$ cat src/stk_consts.svh
// Constants of the serial timekeeper: command fields, register map, reset values, limits.
`ifndef STK_CONSTS_SVH
`define STK_CONSTS_SVH
`define STK_CMD_VALID_BIT   7
`define STK_CMD_SPACE_BIT   6
`define STK_CMD_RD_BIT      0
`define STK_BURST_ADDR      5'h1F
`define STK_CLK_REGS        5'h08
`define STK_RAM_BYTES       5'h18
`define STK_SECONDS_REG     3'h0
`define STK_MINUTES_REG     3'h1
`define STK_HOURS_REG       3'h2
`define STK_DATE_REG        3'h3
`define STK_MONTH_REG       3'h4
`define STK_DAY_REG         3'h5
`define STK_YEAR_REG        3'h6
`define STK_CONTROL_REG     3'h7
`define STK_HALT_BIT        7
`define STK_H12_BIT         7
`define STK_PM_BIT          5
`define STK_WP_BIT          7
`define STK_SEC_RST         8'h00
`define STK_MIN_RST         8'h00
`define STK_HOUR_RST        8'h00
`define STK_DATE_RST        8'h01
`define STK_MONTH_RST       8'h01
`define STK_DAY_RST         8'h01
`define STK_YEAR_RST        8'h00
`define STK_CTRL_RST        8'h00
`define STK_SEC_MAX         8'h59
`define STK_H24_MAX         8'h23
`define STK_H12_MAX         8'h12
`define STK_H12_PRE         8'h11
`define STK_MONTH_MAX       8'h12
`define STK_DAY_MAX         8'h07
`define STK_YEAR_MAX        8'h99
`define STK_FEB             8'h02
`define STK_XTAL_HZ         32768
`define STK_FIFO_DEPTH      32
`define STK_ENTRY_W         15
`endif

$ cat src/stk_pkg.sv
// Types shared by the serial timekeeper modules.
package stk_pkg;
    typedef enum logic [1:0] {
        STK_IDLE  = 2'h0,
        STK_CMD   = 2'h1,
        STK_XFER  = 2'h3,
        STK_ABORT = 2'h2
    } stk_state_e;
    typedef enum logic [1:0] {
        STK_K_RAM    = 2'h0,
        STK_K_CLK    = 2'h1,
        STK_K_STAGE  = 2'h2,
        STK_K_COMMIT = 2'h3
    } stk_kind_e;
    typedef logic [7:0] stk_byte_t;
endpackage

$ cat src/stk_ram.sv
// Scratch RAM of the serial timekeeper with a registered read port.
`timescale 1ns/100ps
`default_nettype none
module stk_ram #(
    parameter int DEPTH = 24,
    parameter int AW    = 5
) (
    input  wire logic              clk,
    input  wire logic              rst,
    input  wire logic              we,
    input  wire logic [AW-1:0]     waddr,
    input  wire stk_pkg::stk_byte_t wdata,
    input  wire logic [AW-1:0]     raddr,
    output var  stk_pkg::stk_byte_t rdata
);
    import stk_pkg::*;

    generate if (DEPTH < 1 || DEPTH > (1 << AW)) begin : g_chk
        $error("stk_ram: DEPTH does not fit the address width");
    end endgenerate

    stk_byte_t mem_ff [DEPTH];
    stk_byte_t rdata_ff;

    // Storage clears on reset so a read before any write is defined.
    always_ff @(posedge clk or posedge rst) begin
        if (rst) begin
            for (int i = 0; i < DEPTH; i++) mem_ff[i] <= 8'h00;
        end else if (we && waddr < AW'(DEPTH)) begin
            mem_ff[waddr] <= wdata;
        end
    end

    // Out-of-range reads return zero rather than wrapping.
    always_ff @(posedge clk or posedge rst) begin
        if (rst) rdata_ff <= 8'h00;
        else     rdata_ff <= (raddr < AW'(DEPTH)) ? mem_ff[raddr] : 8'h00;
    end

    assign rdata = rdata_ff;
endmodule
`default_nettype wire

$ cat src/stk_fifo.sv
// Synchronous FIFO with valid/ready on both sides.
`timescale 1ns/100ps
`default_nettype none
module stk_fifo #(
    parameter int WIDTH = 15,
    parameter int DEPTH = 32
) (
    input  wire logic             clk,
    input  wire logic             rst,
    input  wire logic             in_valid,
    output var  logic             in_ready,
    input  wire logic [WIDTH-1:0] in_data,
    output var  logic             out_valid,
    input  wire logic             out_ready,
    output var  logic [WIDTH-1:0] out_data
);
    localparam int AW = $clog2(DEPTH);

    generate if (DEPTH < 2 || (1 << AW) != DEPTH) begin : g_chk
        $error("stk_fifo: DEPTH must be a power of two of at least two");
    end endgenerate

    logic [WIDTH-1:0] mem_ff [DEPTH];
    logic [AW-1:0]    wr_ptr_ff;
    logic [AW-1:0]    rd_ptr_ff;
    logic [AW:0]      cnt_ff;
    wire              push = in_valid & in_ready;
    wire              pop  = out_valid & out_ready;

    // Full and empty come straight from the occupancy count.
    assign in_ready  = (cnt_ff != (AW+1)'(DEPTH));
    assign out_valid = (cnt_ff != '0);
    assign out_data  = mem_ff[rd_ptr_ff];

    always_ff @(posedge clk) begin
        if (push) mem_ff[wr_ptr_ff] <= in_data;
    end

    // Pointers wrap naturally because the depth is a power of two.
    always_ff @(posedge clk or posedge rst) begin
        if (rst) begin
            wr_ptr_ff <= '0;
            rd_ptr_ff <= '0;
            cnt_ff    <= '0;
        end else begin
            wr_ptr_ff <= wr_ptr_ff + AW'(push);
            rd_ptr_ff <= rd_ptr_ff + AW'(pop);
            cnt_ff    <= cnt_ff + (AW+1)'(push) - (AW+1)'(pop);
        end
    end
endmodule
`default_nettype wire

$ cat src/stk_top.sv
// Serial timekeeper: three-wire link, BCD clock/calendar, write protect and scratch RAM.
`timescale 1ns/100ps
`default_nettype none
`include "stk_consts.svh"

// Functional notes
// - After enable rises, an eight-bit command picks location, direction and burst.
// - Command bit 7 low aborts the transaction until enable drops.
// - Command bit 6 picks calendar registers (0) or scratch RAM (1).
// - Bits 1-5 are the address; bit 0 high reads, low writes.
// - Command byte arrives least significant bit first.
// - Inputs sampled on rising link clock, outputs changed on falling.
// - Enable low ends any transfer and releases the data line.
// - Write data is the next eight rising bits; extra clocks ignored.
// - Read drives bit 0 on first falling edge after the command.
// - Reads keep producing bytes while enable stays high.
// - Address 31 means burst within the chosen space.
// - No storage at calendar 8-31 or RAM 24-31.
// - Calendar burst write updates registers only after all eight bytes.
// - RAM burst write stores every completed byte at once.
// - Time and date registers hold BCD values.
// - Date rolls at each month end, honouring short months and leap years.
// - Seconds bit 7 halts the timebase; clearing it restarts counting.
// - Hours bit 7 picks 12-hour mode; bit 5 is PM or twenties digit.
// - Control bit 7 write-protects all others; its low bits read zero.
// - Bursts run from address 0 upward through the space.
module stk_top #(
    parameter int XTAL_DIV   = `STK_XTAL_HZ,
    parameter int FIFO_DEPTH = `STK_FIFO_DEPTH
) (
    input  wire logic core_clk,
    input  wire logic rst,
    input  wire logic ce_pin,
    input  wire logic sclk_pin,
    input  wire logic io_in,
    input  wire logic xtal_pin,
    output var  logic io_out,
    output var  logic io_oe_n
);
    import stk_pkg::*;

    localparam int DIV_W   = $clog2(XTAL_DIV);
    localparam int PIN_CE  = 0;
    localparam int PIN_SCK = 1;
    localparam int PIN_IO  = 2;
    localparam int PIN_XT  = 3;

    generate if (XTAL_DIV < 2 || FIFO_DEPTH < 2) begin : g_chk
        $error("stk_top: XTAL_DIV and FIFO_DEPTH must be at least two");
    end endgenerate

    // BCD increment with wrap: returns {carry, next}.
    function automatic logic [8:0] bcd_step(input logic [7:0] v, input logic [7:0] max,
                                            input logic [7:0] min);
        logic [8:0] r;
        if (v >= max)            r = {1'b1, min};
        else if (v[3:0] == 4'h9) r = {1'b0, v[7:4] + 4'h1, 4'h0};
        else                     r = {1'b0, v[7:4], v[3:0] + 4'h1};
        return r;
    endfunction

    // Hour increment in either format: returns {day carry, next}.
    function automatic logic [8:0] hour_step(input logic [7:0] v);
        logic [8:0] s;
        logic [8:0] r;
        if (v[`STK_H12_BIT]) begin
            s = bcd_step({3'h0, v[4:0]}, `STK_H12_MAX, 8'h01);
            if ({3'h0, v[4:0]} == `STK_H12_PRE)
                r = {v[`STK_PM_BIT], v[7:6], ~v[`STK_PM_BIT], s[4:0]};
            else
                r = {1'b0, v[7:5], s[4:0]};
        end else begin
            s = bcd_step({2'h0, v[5:0]}, `STK_H24_MAX, 8'h00);
            r = {s[8], 2'h0, s[5:0]};
        end
        return r;
    endfunction

    // Last date of the month in BCD, with the four-year leap rule on BCD years.
    function automatic logic [7:0] month_end(input logic [7:0] m, input logic [7:0] y);
        logic leap;
        leap = y[4] ? (y[3:0] == 4'h2 || y[3:0] == 4'h6)
                    : (y[3:0] == 4'h0 || y[3:0] == 4'h4 || y[3:0] == 4'h8);
        case (m)
            `STK_FEB:                      month_end = leap ? 8'h29 : 8'h28;
            8'h04, 8'h06, 8'h09, 8'h11:    month_end = 8'h30;
            default:                       month_end = 8'h31;
        endcase
    endfunction

    ////////////////////////////////////////////////////////////////////////////////
    // Pin synchronisers.

    logic [3:0] s1_ff;
    logic [3:0] s2_ff;
    logic [3:0] s3_ff;
    logic [3:0] stb_ff;
    wire  [3:0] pin_raw = {xtal_pin, io_in, sclk_pin, ce_pin};
    wire  [3:0] agree   = ~(s2_ff ^ s3_ff);
    wire  [3:0] nxt_stb = (agree & s3_ff) | (~agree & stb_ff);
    wire  [3:0] pin_rise = nxt_stb & ~stb_ff;
    wire  [3:0] pin_fall = ~nxt_stb & stb_ff;

    // A level counts only when the second and third stages agree; stage one feeds
    // nothing but stage two so a metastable sample never reaches the decoders.
    always_ff @(posedge core_clk or posedge rst) begin
        if (rst) begin
            s1_ff  <= 4'h0;
            s2_ff  <= 4'h0;
            s3_ff  <= 4'h0;
            stb_ff <= 4'h0;
        end else begin
            s1_ff  <= pin_raw;
            s2_ff  <= s1_ff;
            s3_ff  <= s2_ff;
            stb_ff <= nxt_stb;
        end
    end

    wire ce_hi  = nxt_stb[PIN_CE];
    wire io_val = nxt_stb[PIN_IO];
    wire rise   = pin_rise[PIN_SCK];
    wire fall   = pin_fall[PIN_SCK];

    ////////////////////////////////////////////////////////////////////////////////
    // Link state and decode.

    stk_state_e st_ff;
    stk_state_e nxt_st;
    logic [7:0]  sh_ff;
    logic [2:0]  bit_ff;
    logic [7:0]  cmd_ff;
    logic [4:0]  addr_ff;
    logic        done_ff;
    logic [6:0]  osh_ff;
    logic        io_out_ff;
    logic        io_oe_n_ff;
    logic        push_vld_ff;
    logic [`STK_ENTRY_W-1:0] push_ent_ff;
    stk_byte_t   clk_ff [8];
    stk_byte_t   ram_rdata;
    logic        fifo_in_ready;

    wire [7:0] byte_in   = {io_val, sh_ff[7:1]};
    wire       last_bit  = (bit_ff == 3'h7);
    wire       cmd_rd    = cmd_ff[`STK_CMD_RD_BIT];
    wire       cmd_ram   = cmd_ff[`STK_CMD_SPACE_BIT];
    wire       cmd_burst = (cmd_ff[5:1] == `STK_BURST_ADDR);
    wire       in_burst  = (byte_in[5:1] == `STK_BURST_ADDR);
    wire [4:0] lim       = cmd_ram ? `STK_RAM_BYTES : `STK_CLK_REGS;
    wire       addr_last = (addr_ff == lim - 5'h01);
    wire [4:0] addr_nxt  = addr_last ? 5'h00 : addr_ff + 5'h01;
    wire       cmd_rise  = (st_ff == STK_CMD) & rise;
    wire       cmd_end   = cmd_rise & last_bit;
    wire       wr_rise   = (st_ff == STK_XFER) & ~cmd_rd & ~done_ff & rise;
    wire       wr_end    = wr_rise & last_bit;
    wire       rd_fall   = (st_ff == STK_XFER) & cmd_rd & fall;
    wire       rd_end    = rd_fall & last_bit;

    // Read source; unbacked locations answer zero.
    wire [7:0] clk_rd  = (addr_ff < `STK_CLK_REGS) ? clk_ff[addr_ff[2:0]] : 8'h00;
    wire [7:0] rd_byte = cmd_ram ? ram_rdata : clk_rd;

    // Calendar bursts stage bytes and commit on the last one.
    wire stk_kind_e kind_w = cmd_ram ? STK_K_RAM :
                             !cmd_burst ? STK_K_CLK :
                             (addr_ff == 5'({2'h0, `STK_CONTROL_REG})) ? STK_K_COMMIT
                                                                       : STK_K_STAGE;

    // Transaction sequencer; enable low always returns it to idle.
    always_comb begin
        case (st_ff)
            STK_IDLE:  nxt_st = STK_CMD;
            STK_CMD:   nxt_st = !cmd_end ? STK_CMD :
                                byte_in[`STK_CMD_VALID_BIT] ? STK_XFER : STK_ABORT;
            STK_XFER:  nxt_st = STK_XFER;
            STK_ABORT: nxt_st = STK_ABORT;
            default:   nxt_st = STK_IDLE;
        endcase
        if (!ce_hi) nxt_st = STK_IDLE;
    end

    always_ff @(posedge core_clk or posedge rst) begin
        if (rst) st_ff <= STK_IDLE;
        else     st_ff <= nxt_st;
    end

    // Shift register and bit counter start fresh for every enable period.
    always_ff @(posedge core_clk or posedge rst) begin
        if (rst) begin
            sh_ff  <= 8'h00;
            bit_ff <= 3'h0;
        end else if (!ce_hi) begin
            sh_ff  <= 8'h00;
            bit_ff <= 3'h0;
        end else begin
            if (cmd_rise || wr_rise) sh_ff <= byte_in;
            if (cmd_rise || wr_rise || rd_fall) bit_ff <= bit_ff + 3'h1;
        end
    end

    // Command, address and write completion tracking.
    always_ff @(posedge core_clk or posedge rst) begin
        if (rst) begin
            cmd_ff  <= 8'h00;
            addr_ff <= 5'h00;
            done_ff <= 1'b0;
        end else if (!ce_hi) begin
            cmd_ff  <= 8'h00;
            addr_ff <= 5'h00;
            done_ff <= 1'b0;
        end else begin
            if (cmd_end) cmd_ff <= byte_in;
            if (cmd_end) addr_ff <= in_burst ? 5'h00 : byte_in[5:1];
            else if ((wr_end || rd_end) && cmd_burst) addr_ff <= addr_nxt;
            if (wr_end && (!cmd_burst || addr_last)) done_ff <= 1'b1;
        end
    end

    // Data pin: driven only during a read, bit 0 first, released when enable drops.
    always_ff @(posedge core_clk or posedge rst) begin
        if (rst) begin
            io_out_ff  <= 1'b0;
            io_oe_n_ff <= 1'b1;
            osh_ff     <= 7'h00;
        end else if (!ce_hi) begin
            io_out_ff  <= 1'b0;
            io_oe_n_ff <= 1'b1;
            osh_ff     <= 7'h00;
        end else if (rd_fall) begin
            io_oe_n_ff <= 1'b0;
            io_out_ff  <= (bit_ff == 3'h0) ? rd_byte[0] : osh_ff[0];
            osh_ff     <= (bit_ff == 3'h0) ? rd_byte[7:1] : {1'b0, osh_ff[6:1]};
        end
    end

    // Completed write bytes wait here until the FIFO accepts them.
    always_ff @(posedge core_clk or posedge rst) begin
        if (rst) begin
            push_vld_ff <= 1'b0;
            push_ent_ff <= '0;
        end else if (wr_end) begin
            push_vld_ff <= 1'b1;
            push_ent_ff <= {kind_w, addr_ff, byte_in};
        end else if (fifo_in_ready) begin
            push_vld_ff <= 1'b0;
        end
    end

    assign io_out  = io_out_ff;
    assign io_oe_n = io_oe_n_ff;

    ////////////////////////////////////////////////////////////////////////////////
    // Write FIFO and commit side.

    logic                    fifo_out_valid;
    logic [`STK_ENTRY_W-1:0] fifo_out_data;
    logic                    tick_ff;

    // The drain pauses on a timebase tick so a register never sees two writers.
    wire fifo_out_ready = ~tick_ff;

    stk_fifo #(
        .WIDTH (`STK_ENTRY_W),
        .DEPTH (FIFO_DEPTH)
    ) u_fifo (
        .clk       (core_clk),
        .rst       (rst),
        .in_valid  (push_vld_ff),
        .in_ready  (fifo_in_ready),
        .in_data   (push_ent_ff),
        .out_valid (fifo_out_valid),
        .out_ready (fifo_out_ready),
        .out_data  (fifo_out_data)
    );

    wire            pop     = fifo_out_valid & fifo_out_ready;
    wire stk_kind_e d_kind  = stk_kind_e'(fifo_out_data[14:13]);
    wire [4:0]      d_addr  = fifo_out_data[12:8];
    wire [7:0]      d_byte  = fifo_out_data[7:0];
    wire            wp      = clk_ff[`STK_CONTROL_REG][`STK_WP_BIT];
    wire            ram_we  = pop & (d_kind == STK_K_RAM) & ~wp;
    wire            clk_one = pop & (d_kind == STK_K_CLK);
    wire            stage   = pop & (d_kind == STK_K_STAGE);
    wire            commit  = pop & (d_kind == STK_K_COMMIT);

    stk_ram #(
        .DEPTH (`STK_RAM_BYTES),
        .AW    (5)
    ) u_ram (
        .clk   (core_clk),
        .rst   (rst),
        .we    (ram_we),
        .waddr (d_addr),
        .wdata (d_byte),
        .raddr (addr_ff),
        .rdata (ram_rdata)
    );

    ////////////////////////////////////////////////////////////////////////////////
    // Timebase and BCD calendar.

    logic [DIV_W-1:0] div_ff;
    wire              halt   = clk_ff[`STK_SECONDS_REG][`STK_HALT_BIT];
    wire              xt_rise = pin_rise[PIN_XT] & ~halt;
    wire              div_end = (div_ff == DIV_W'(XTAL_DIV - 1));

    // One tick per second of crystal edges; the halt flag freezes the divider.
    always_ff @(posedge core_clk or posedge rst) begin
        if (rst) begin
            div_ff  <= '0;
            tick_ff <= 1'b0;
        end else begin
            tick_ff <= xt_rise & div_end;
            if (xt_rise) div_ff <= div_end ? '0 : div_ff + DIV_W'(1);
        end
    end

    wire [8:0] sec_s  = bcd_step({1'b0, clk_ff[0][6:0]}, `STK_SEC_MAX, 8'h00);
    wire [8:0] min_s  = bcd_step(clk_ff[1], `STK_SEC_MAX, 8'h00);
    wire [8:0] hour_s = hour_step(clk_ff[2]);
    wire [8:0] date_s = bcd_step(clk_ff[3], month_end(clk_ff[4], clk_ff[6]), 8'h01);
    wire [8:0] mon_s  = bcd_step(clk_ff[4], `STK_MONTH_MAX, 8'h01);
    wire [8:0] day_s  = bcd_step(clk_ff[5], `STK_DAY_MAX, 8'h01);
    wire [8:0] year_s = bcd_step(clk_ff[6], `STK_YEAR_MAX, 8'h00);
    wire       c_min  = sec_s[8];
    wire       c_hour = c_min & min_s[8];
    wire       c_day  = c_hour & hour_s[8];
    wire       c_mon  = c_day & date_s[8];
    wire       c_year = c_mon & mon_s[8];

    stk_byte_t tick_val [8];
    stk_byte_t shadow_ff [7];
    assign tick_val[0] = {clk_ff[0][7], sec_s[6:0]};
    assign tick_val[1] = c_min  ? min_s[7:0]  : clk_ff[1];
    assign tick_val[2] = c_hour ? hour_s[7:0] : clk_ff[2];
    assign tick_val[3] = c_day  ? date_s[7:0] : clk_ff[3];
    assign tick_val[4] = c_mon  ? mon_s[7:0]  : clk_ff[4];
    assign tick_val[5] = c_day  ? day_s[7:0]  : clk_ff[5];
    assign tick_val[6] = c_year ? year_s[7:0] : clk_ff[6];
    assign tick_val[7] = clk_ff[7];

    localparam stk_byte_t RST_VAL [8] = '{`STK_SEC_RST, `STK_MIN_RST, `STK_HOUR_RST,
        `STK_DATE_RST, `STK_MONTH_RST, `STK_DAY_RST, `STK_YEAR_RST, `STK_CTRL_RST};

    // One register per calendar slot; the control slot keeps only its protect bit.
    generate for (genvar i = 0; i < 8; i++) begin : g_reg
        wire       is_ctl = (i == `STK_CONTROL_REG);
        wire       hit    = clk_one & (d_addr == 5'(i));
        wire       wr     = is_ctl ? (hit | commit)
                                   : ((hit | commit) & ~wp);
        wire [7:0] src    = commit && !is_ctl ? shadow_ff[i % 7] : d_byte;
        wire [7:0] wval   = is_ctl ? {src[`STK_WP_BIT], 7'h00} : src;
        always_ff @(posedge core_clk or posedge rst) begin
            if (rst)                    clk_ff[i] <= RST_VAL[i];
            else if (tick_ff && !is_ctl) clk_ff[i] <= tick_val[i];
            else if (wr)                clk_ff[i] <= wval;
        end
        if (i < 7) begin : g_shadow
            // Burst bytes wait here so a partial burst leaves the time untouched.
            always_ff @(posedge core_clk or posedge rst) begin
                if (rst)                               shadow_ff[i] <= 8'h00;
                else if (stage && d_addr == 5'(i)) shadow_ff[i] <= d_byte;
            end
        end
    end endgenerate
endmodule
`default_nettype wire

$ cat config.mk
export PLATFORM = sky130hd
export DESIGN_NAME = stk_top
export DESIGN_NICKNAME = d
export VERILOG_FILES = /design/src/stk_pkg.sv /design/src/stk_ram.sv /design/src/stk_fifo.sv /design/src/stk_top.sv
export VERILOG_INCLUDE_DIRS = /design/src
export SDC_FILE = /design/constraint.sdc
export NUM_CORES = 1
export LEC_CHECK = 0
export ABC_AREA = 1
export BUFFER_PORTS_ARGS = -buffer_cell sky130_fd_sc_hd__buf_2
export CORE_MARGIN = 8
export CORE_UTILIZATION = 45
export CTS_CLUSTER_DIAMETER = 60
export DETAILED_ROUTE_END_ITERATION = 6
export GPL_TIMING_DRIVEN = 0
export HOLD_SLACK_MARGIN = 0.1
export PLACE_DENSITY = 0.61
export SLEW_MARGIN = 20
export SYNTH_ARGS = -nofsm -noshare
export SYNTH_HDL_FRONTEND = slang
export SYNTH_SLANG_ARGS = --single-unit
$ cat constraint.sdc
create_clock -name core_clk -period 16.2 [get_ports core_clk]
set_input_delay 4.05 -clock core_clk [delete_from_list [all_inputs] [get_ports core_clk]]
set_output_delay 4.05 -clock core_clk [all_outputs]
set_load 0.005 [all_outputs]
==> results.py, run 1 <==
metrics = {
    "worst_setup_path": {
        "cp-end-kind": "output port",
        "path_delay_family": "flip-flops",
        "critical_path_class": "flip-flop to output port",
        "crit_required_ns": 12.15,
        "crit_fanout": 2,
        "cp_cell_sequence": "buf_2",
        "slowest_stage": "dfstp_2",
        "max_stage_delay_ns": 0.53,
        "reg2regPathDepth": 10,
        "rr_endpoint": "osh_ff[1]$_DFFE_PP0P_",
        "crit_start": "io_oe_n$_DFFE_PP1P_",
        "worst_ep_arrival_time_ns": 1.29,
        "startpoint_type": "flip-flop",
        "r2r_slack_ns": 11.89,
        "crit_buf_inv": 1,
        "rr_startpoint": "addr_ff[1]$_DFFE_PP0P_",
    },
    "place": {
        "placed_area_um2": 41410,
        "dp_slack_ns": 10.37,
        "io_buffers": 7,
        "gp_congestion": 0.9639,
        "dpl.cell_count": 5202,
        "place_hpwl_um": 89040,
    },
    "power_and_ir_drop": {
        "ir_worst_vdd_v": 0.00008141,
        "powerDensity_nw_per_um2": 108.7,
        "switching_power_mw": 1.171,
        "seqPwrFrac_pct": 49.6,
        "comb_power_share_pct": 5.9,
        "power_mw": 4.836,
        "pwr-share-clk_pct": 44.4,
        "p_leak_nw": 17.67,
        "p_int_mw": 3.665,
        "switching_share_pct": 24.21,
    },
    "synthesis": {
        "syn_area_um2": 39400,
        "synth_cells": 4013,
        "synthFlopType": "edfxtp_1",
        "synth_top_family_by_area": "simple AND/OR/NAND/NOR gates",
        "ys_types": 52,
        "synth_fp_nets": 4062,
        "synth.top_cell.area_share_pct": 36.58,
        "synthArstFlopShare_pct": 46.13,
        "yosysSeqAreaShare_pct": 62.69,
        "synth.top_cells.by_count": "nand2_1, edfxtp_1, dfrtp_1",
        "avgSynthCellArea_um2": 9.819,
        "synth-seq-cells": 891,
        "synth.largest_area_cell": "edfxtp_1",
        "synth.area.mux_share_pct": 0,
        "synthSimpleGateAreaFrac_pct": 18.41,
        "synth.most_common_cell": "nand2_1",
        "synth_adder_area_share_pct": 1.410,
        "ys_warn_count": 0,
        "synth_compound_area_share_pct": 12.37,
        "synth-edff-count": 480,
        "synthTopCellsByArea": "edfxtp_1, dfrtp_1, nand2_1",
        "synth_xor_area_share_pct": 0.7113,
    },
    "grt": {
        "antenna_found_initial": 1,
        "grt_pass1_vias": 29266,
        "track_usage_pct": 25.94,
        "grt_pass1_wl_um": 190500,
        "grt_max_degree": 104,
        "grt_overflow": 0,
    },
    "die": {
        "rows": 108,
        "die_w_um": 311.9,
        "die_h_um": 311.9,
        "core_um2": 86750,
        "ios": 8,
        "dieArea_um2": 97290,
        "initial_utilization_pct": 45.42,
    },
    "detailed_routing": {
        "vias": 30825,
        "ant_nets": 0,
        "drt_iter0_drc": 3954,
        "post_drt_wl_per_cell_um": 24.14,
        "totalWireLength_um": 129900,
        "first_pass_iters": 6,
        "routed_via_density": 5.727,
        "post-route-drc-count": 0,
    },
    "clocking": {
        "cts_tree": "built",
        "numCtsBuffers": 96,
        "hold_buffers": 0,
        "cts-resized-gates": 0,
        "clkTransAtPathRegs_ns": 0.06,
        "clockRootBuffer": "clkbuf_16",
        "cts_htree_levels": 3,
        "clock-sinks": 891,
        "clk_latency_ns": 0.67,
        "post_cts_buffers": 0,
        "clock_tree.buffer_depth": 3,
    },
    "sta": {
        "slew_headroom_pct": 22.97,
        "setup_viol": 0,
        "hold_viol": 0,
        "fin_tns_setup_ns": 0,
        "fin_crit_sh_pct": 32.95,
        "fin_ws_ns": 10.86,
        "holdWs_ns": 0.3478,
        "fin_skew_ns": 0.02658,
        "fin_crit_ns": 5.337,
        "rsz0062_at_grt": "no",
        "timing.fmax_mhz": 187.4,
        "tightestPinTransition_ns": 1.155,
        "maxSlewViolCount": 0,
    },
    "cells_and_area": {
        "areaGrowthSynthToFinish_pct": 12.93,
        "antenna_cells": 0,
        "postLayoutCellArea_um2": 44500,
        "fin_util_pct": 51.29,
        "fin_cells": 5382,
        "drive_above_1_share_pct": 9.416,
        "final_nets": 4195,
    },
    "min_path": {
        "holdPathEnd": "s2_ff[3]$_DFF_PP0_",
        "hold_path.class": "flip-flop to flip-flop",
        "worstHoldStart": "s1_ff[3]$_DFF_PP0_",
        "hold_path_depth": 0,
    },
    "status": {
        "status": "finished, final reports clean",
    },
    "run": {
        "drv_cap": 0,
    },
}
==> registers in the layout (all words and copies together) (netlist names), 4 cells and up <==
register / count
addr_ff: 5
s1_ff: 4
osh_ff: 7
u_ram.mem_ff: 192
u_fifo.cnt_ff: 6
cmd_ff: 7
stb_ff: 4
push_ent_ff: 15
u_ram.rdata: 8
sh_ff: 7
u_fifo.rd_ptr_ff: 5
u_fifo.mem_ff: 480
clk_ff: 57
s2_ff: 4
shadow_ff: 56
s3_ff: 4
div_ff: 15
u_fifo.wr_ptr_ff: 5
==> layout make-up <==
type / instances / area, um2
Buffer: 221 / 996.0
Fill cell: 8031 / 42260
Inverter: 196 / 745.7
Sequential cell: 891 / 24720
Tap cell: 1155 / 1445
Multi-Input combinational cell: 2705 / 13090
Clock buffer: 132 / 2721
Clock inverter: 47 / 341.6
Timing Repair Buffer: 35 / 437.9
==> layout by cell type, fill, tap and decap left out, drive strengths merged, types with 4 or more instances in the layout <==
cell      count
nor4          6
nand4        15
nand3b        8
buf         129
clkbuf      259
a31o          7
a21oi       103
edfxtp      480
nor3         17
a211oi        5
nor2        405
clkinv       42
nand3       243
clkinvlp      4
o221ai       15
a41o          6
a221oi       37
o211ai       37
inv         195
o2111ai      14
o22ai        19
xor2         24
nand2      1063
a22oi         6
xnor2         8
ha           42
o21ai       592
dfrtp       407
a31oi        16
dfstp         4
==> layer usage <==
metal,track usage [%],wire length [um]
met1,36.55,54340
met2,38.69,56740
met3,6.533,14150
met4,9.636,4697
met5,0,0
==> worst max-delay path by stage <==
| stage | endpoint | cells past startpoint |
|---|---|---|
| 6_report | io_oe_n | 1 |
| 5_1_grt | io_oe_n | 1 |
| 4_1_cts | io_oe_n | 1 |
| 3_5_place_dp | clk_ff[16]$_DFFE_PP1P_ | 5 |
| 3_3_place_gp | div_ff[2]$_DFFE_PP0P_ | 2 |
| 2_1_floorplan | addr_ff[0]$_DFFE_PP0P_ | 1 |
==> power by group through the flow <==
stage | combinational (mW) | sequential [mW] | clock, mW
2_1_floorplan | 0.149 | 2.44 | 0
3_3_place_gp | 0.271 | 2.45 | 0
3_5_place_dp | 0.275 | 2.45 | 0
4_1_cts | 0.276 | 2.40 | 2.17
5_1_grt | 0.306 | 2.40 | 2.25
6_report | 0.287 | 2.40 | 2.15
==> logic make-up after synthesis <==
| group | Yosys count |
|---|---|
| AOI/OAI and AO/OA | 867 |
| xor gates and xnor gates | 32 |
| adders and majority gates | 44 |
| buffers and inverters | 417 |
| DFF | 891 |
| and+or+nand+nor | 1762 |
Note: power is estimated with default switching activity, not from simulation.
==> inputs of run 2 (changes only) <==
--- a/config.mk
+++ b/config.mk
@@ -6,7 +6,7 @@
 export SDC_FILE = /design/constraint.sdc
 export NUM_CORES = 1
 export LEC_CHECK = 0
-export ABC_AREA = 1
+export ABC_AREA = 0
 export BUFFER_PORTS_ARGS = -buffer_cell sky130_fd_sc_hd__buf_2
 export CORE_MARGIN = 8
 export CORE_UTILIZATION = 45
@@ -14,7 +14,7 @@
 export DETAILED_ROUTE_END_ITERATION = 6
 export GPL_TIMING_DRIVEN = 0
 export HOLD_SLACK_MARGIN = 0.1
-export PLACE_DENSITY = 0.61
+export PLACE_DENSITY = 0.59
 export SLEW_MARGIN = 20
 export SYNTH_ARGS = -nofsm -noshare
 export SYNTH_HDL_FRONTEND = slang
==> constraint.sdc (replaced) <==
create_clock -name core_clk -period 5.3 [get_ports core_clk]
set_input_delay 1.325 -clock core_clk [delete_from_list [all_inputs] [get_ports core_clk]]
set_output_delay 1.325 -clock core_clk [all_outputs]
set_load 0.005 [all_outputs]
==> results.py, run 2 <==
metrics = {
    "cells_and_area": {
        "top_regs": "u_fifo.mem_ff: 480 flops, u_ram.mem_ff: 192 flops, clk_ff: 57 flops",
        "drive_above_1_share_pct": 26.42,
        "largest_reg_flops": 480,
        "final_nets": 2712,
        "areaGrowthSynthToFinish_pct": 13.76,
        "layout_commonest_cell": "edfxtp_1",
        "nFillCells": 7145,
        "final_cell_mix": "edfxtp_1, dfrtp_1, mux2_2, mux4_2, nand2_1",
        "fin_util_pct": 51.42,
        "largest-register": "u_fifo.mem_ff",
    },
    "sta": {
        "setup_viol": 0,
        "maxSlewViolCount": 0,
        "fin_skew_ns": 0.04176,
        "rsz0062_at_grt": "no",
        "timing.fmax_mhz": 194.6,
        "fin_tns_setup_ns": 0,
        "slew_headroom_pct": 15.98,
        "tightestPinTransition_ns": 1.260,
        "fin_crit_ns": 5.140,
        "fin_crit_sh_pct": 96.98,
        "hold_viol": 0,
        "holdWs_ns": 0.3512,
    },
    "die": {
        "die_h_um": 310.7,
        "die_w_um": 310.7,
        "dieArea_um2": 96560,
        "ios": 8,
        "rows": 108,
        "initial_utilization_pct": 45.20,
        "core_um2": 86480,
    },
    "synthesis": {
        "ys_types": 99,
        "synth.top_cell.area_share_pct": 36.87,
        "synth.top_cells.by_count": "edfxtp_1, dfrtp_1, mux2_2",
        "syn_area_um2": 39090,
        "yosysSeqAreaShare_pct": 63.19,
        "synth_fp_nets": 2570,
        "synthTopCellsByArea": "edfxtp_1, dfrtp_1, mux4_2",
        "synth.largest_area_cell": "edfxtp_1",
        "synthFlopType": "edfxtp_1",
        "synth_cells": 2521,
        "synth-edff-count": 480,
        "avgSynthCellArea_um2": 15.51,
        "synth.most_common_cell": "edfxtp_1",
        "synthArstFlopShare_pct": 46.13,
        "synth-seq-cells": 891,
        "ys_warn_count": 0,
    },
    "grt": {
        "grt_overflow": 0,
        "track_usage_pct": 21.84,
        "grt_pass1_vias": 23834,
        "grt_pass1_wl_um": 159300,
        "grt_max_degree": 37,
        "antenna_found_initial": 3,
    },
    "clocking": {
        "cts-resized-gates": 0,
        "numCtsBuffers": 97,
        "cts_htree_levels": 3,
        "clockRootBuffer": "clkbuf_16",
        "hold_buffers": 0,
        "clkTransAtPathRegs_ns": 0.06,
        "cts_tree": "built",
        "clock-sinks": 891,
        "post_cts_buffers": 0,
        "clk_latency_ns": 0.67,
        "clock_tree.buffer_depth": 3,
    },
    "place": {
        "io_buffers": 7,
        "place_hpwl_um": 73280,
        "gp_congestion": 0.9298,
    },
    "power_and_ir_drop": {
        "ir_worst_vdd_v": 0.0002766,
        "power_mw": 14.88,
        "powerDensity_nw_per_um2": 334.6,
        "p_leak_nw": 16.34,
    },
    "detailed_routing": {
        "totalWireLength_um": 107400,
        "routed_via_density": 5.999,
        "ant_nets": 0,
        "first_pass_iters": 6,
        "post_drt_wl_per_cell_um": 27.53,
        "vias": 23398,
        "drt_iter0_drc": 2412,
        "post-route-drc-count": 0,
    },
    "min_path": {
        "hold_path.class": "flip-flop to flip-flop",
        "hold_path_depth": 0,
    },
    "run": {
        "drv_cap": 0,
    },
    "worst_setup_path": {
        "crit_required_ns": 5.84,
        "critical_path_class": "flip-flop to flip-flop",
        "startpoint_type": "flip-flop",
        "cp-end-kind": "flip-flop",
        "worst_ep_arrival_time_ns": 5.68,
        "crit_fanout": 10,
        "reg2regPathDepth": 10,
    },
    "status": {
        "status": "finished, final reports clean",
    },
}
run 2: changes by cell type after synthesis, sizes merged, moves of 32 or more:
cell,before,now
a21oi,103,71
buf,94,58
clkbuf,127,86
inv,188,57
mux2,0,260
mux2i,0,97
mux4,0,162
nand2,1063,130
nand3,243,29
nor2,405,161
o21ai,592,80
run 2: kinds of logic (layout without fill, tap and decap cells):
| kind of cell | after synthesis | after routing | share of synthesized area, % |
|---|---|---|---|
| DFF | 891 | 891 | 63.19 |
| buffers and inverters | 202 | 425 | 2.465 |
| and+or+nand+nor | 470 | 470 | 5.905 |
| other | 0 | 1 | 0 |
| xor gates and xnor gates | 24 | 24 | 0.5377 |
| adders and majority gates | 46 | 46 | 1.472 |
| AOI/OAI and AO/OA | 369 | 369 | 6.638 |
| muxes | 519 | 519 | 19.79 |
run 2: power by group:
part	switching (mW)	internal [mW]
clock network	2.81	3.77
logic	0.507	0.302
registers	0.141	7.35
total	3.46	11.4
run 2: path summary, 6_finish.rpt:
path	startpoint	endpoint	slack, ns
setup / recovery	u_fifo.rd_ptr_ff[2]$_DFF_PP0_	clk_ff[27]$_DFFE_PP0P_	0.16
hold / removal	s1_ff[2]$_DFF_PP0_	s2_ff[2]$_DFF_PP0_	0.35
setup reg to reg	u_fifo.rd_ptr_ff[2]$_DFF_PP0_	clk_ff[27]$_DFFE_PP0P_	0.16
hold reg to reg	s1_ff[2]$_DFF_PP0_	s2_ff[2]$_DFF_PP0_	0.35
max in group asynchronous	rst	io_oe_n$_DFFE_PP1P_	3.24
min in group asynchronous	rst	shadow_ff[1]$_DFFE_PP0P_	0.71
run 2: worst max-delay path, stage by stage, from the launching register on:
cell and delay, ns:
dfrtp_1 0.33, buf_2 0.26, clkbuf_1 0.61, mux4_2 0.41, a2111oi_1 0.89, a31oi_1 0.46, or3_1 0.57, buf_2 0.26
o31ai_1 0.65, nor2_1 0.21, mux2_2 0.34
run 2: layer usage:
layer	routed length (um)	track usage [%]	up-vias
li1	-	-	9979
met1	47800	31.73	12325
met2	48030	33.17	913
met3	8285	4.216	179
met4	3218	6.942	2
met5	13	0	-
run 2: through the flow:
stage                     std cells  instance area [um2]  worst slack, ns
after detailed placement       3718                41330          0.05516
after CTS                      3898                44440          0.04068
final                          3900                44470           0.1601
after global placement         3683                40580           -3.868
after floorplan                2521                39100           -1.561
after global routing           3899                44470          0.03619
run 2: final cells by class:
cell class | instances | area, um2 | area share, %
plain buffers | 144 | 748.2 | 1.682
clock inverters | 39 | 395.4 | 0.8891
inverters | 58 | 221.5 | 0.4980
well taps | 1155 | 1445 | 3.250
repair buffers | 43 | 589.3 | 1.325
flip-flops and latches | 891 | 24710 | 55.57
diodes | 1 | 2.502 | 0.005627
clock buffers | 141 | 2706 | 6.086
multi-input cells | 1428 | 13650 | 30.70
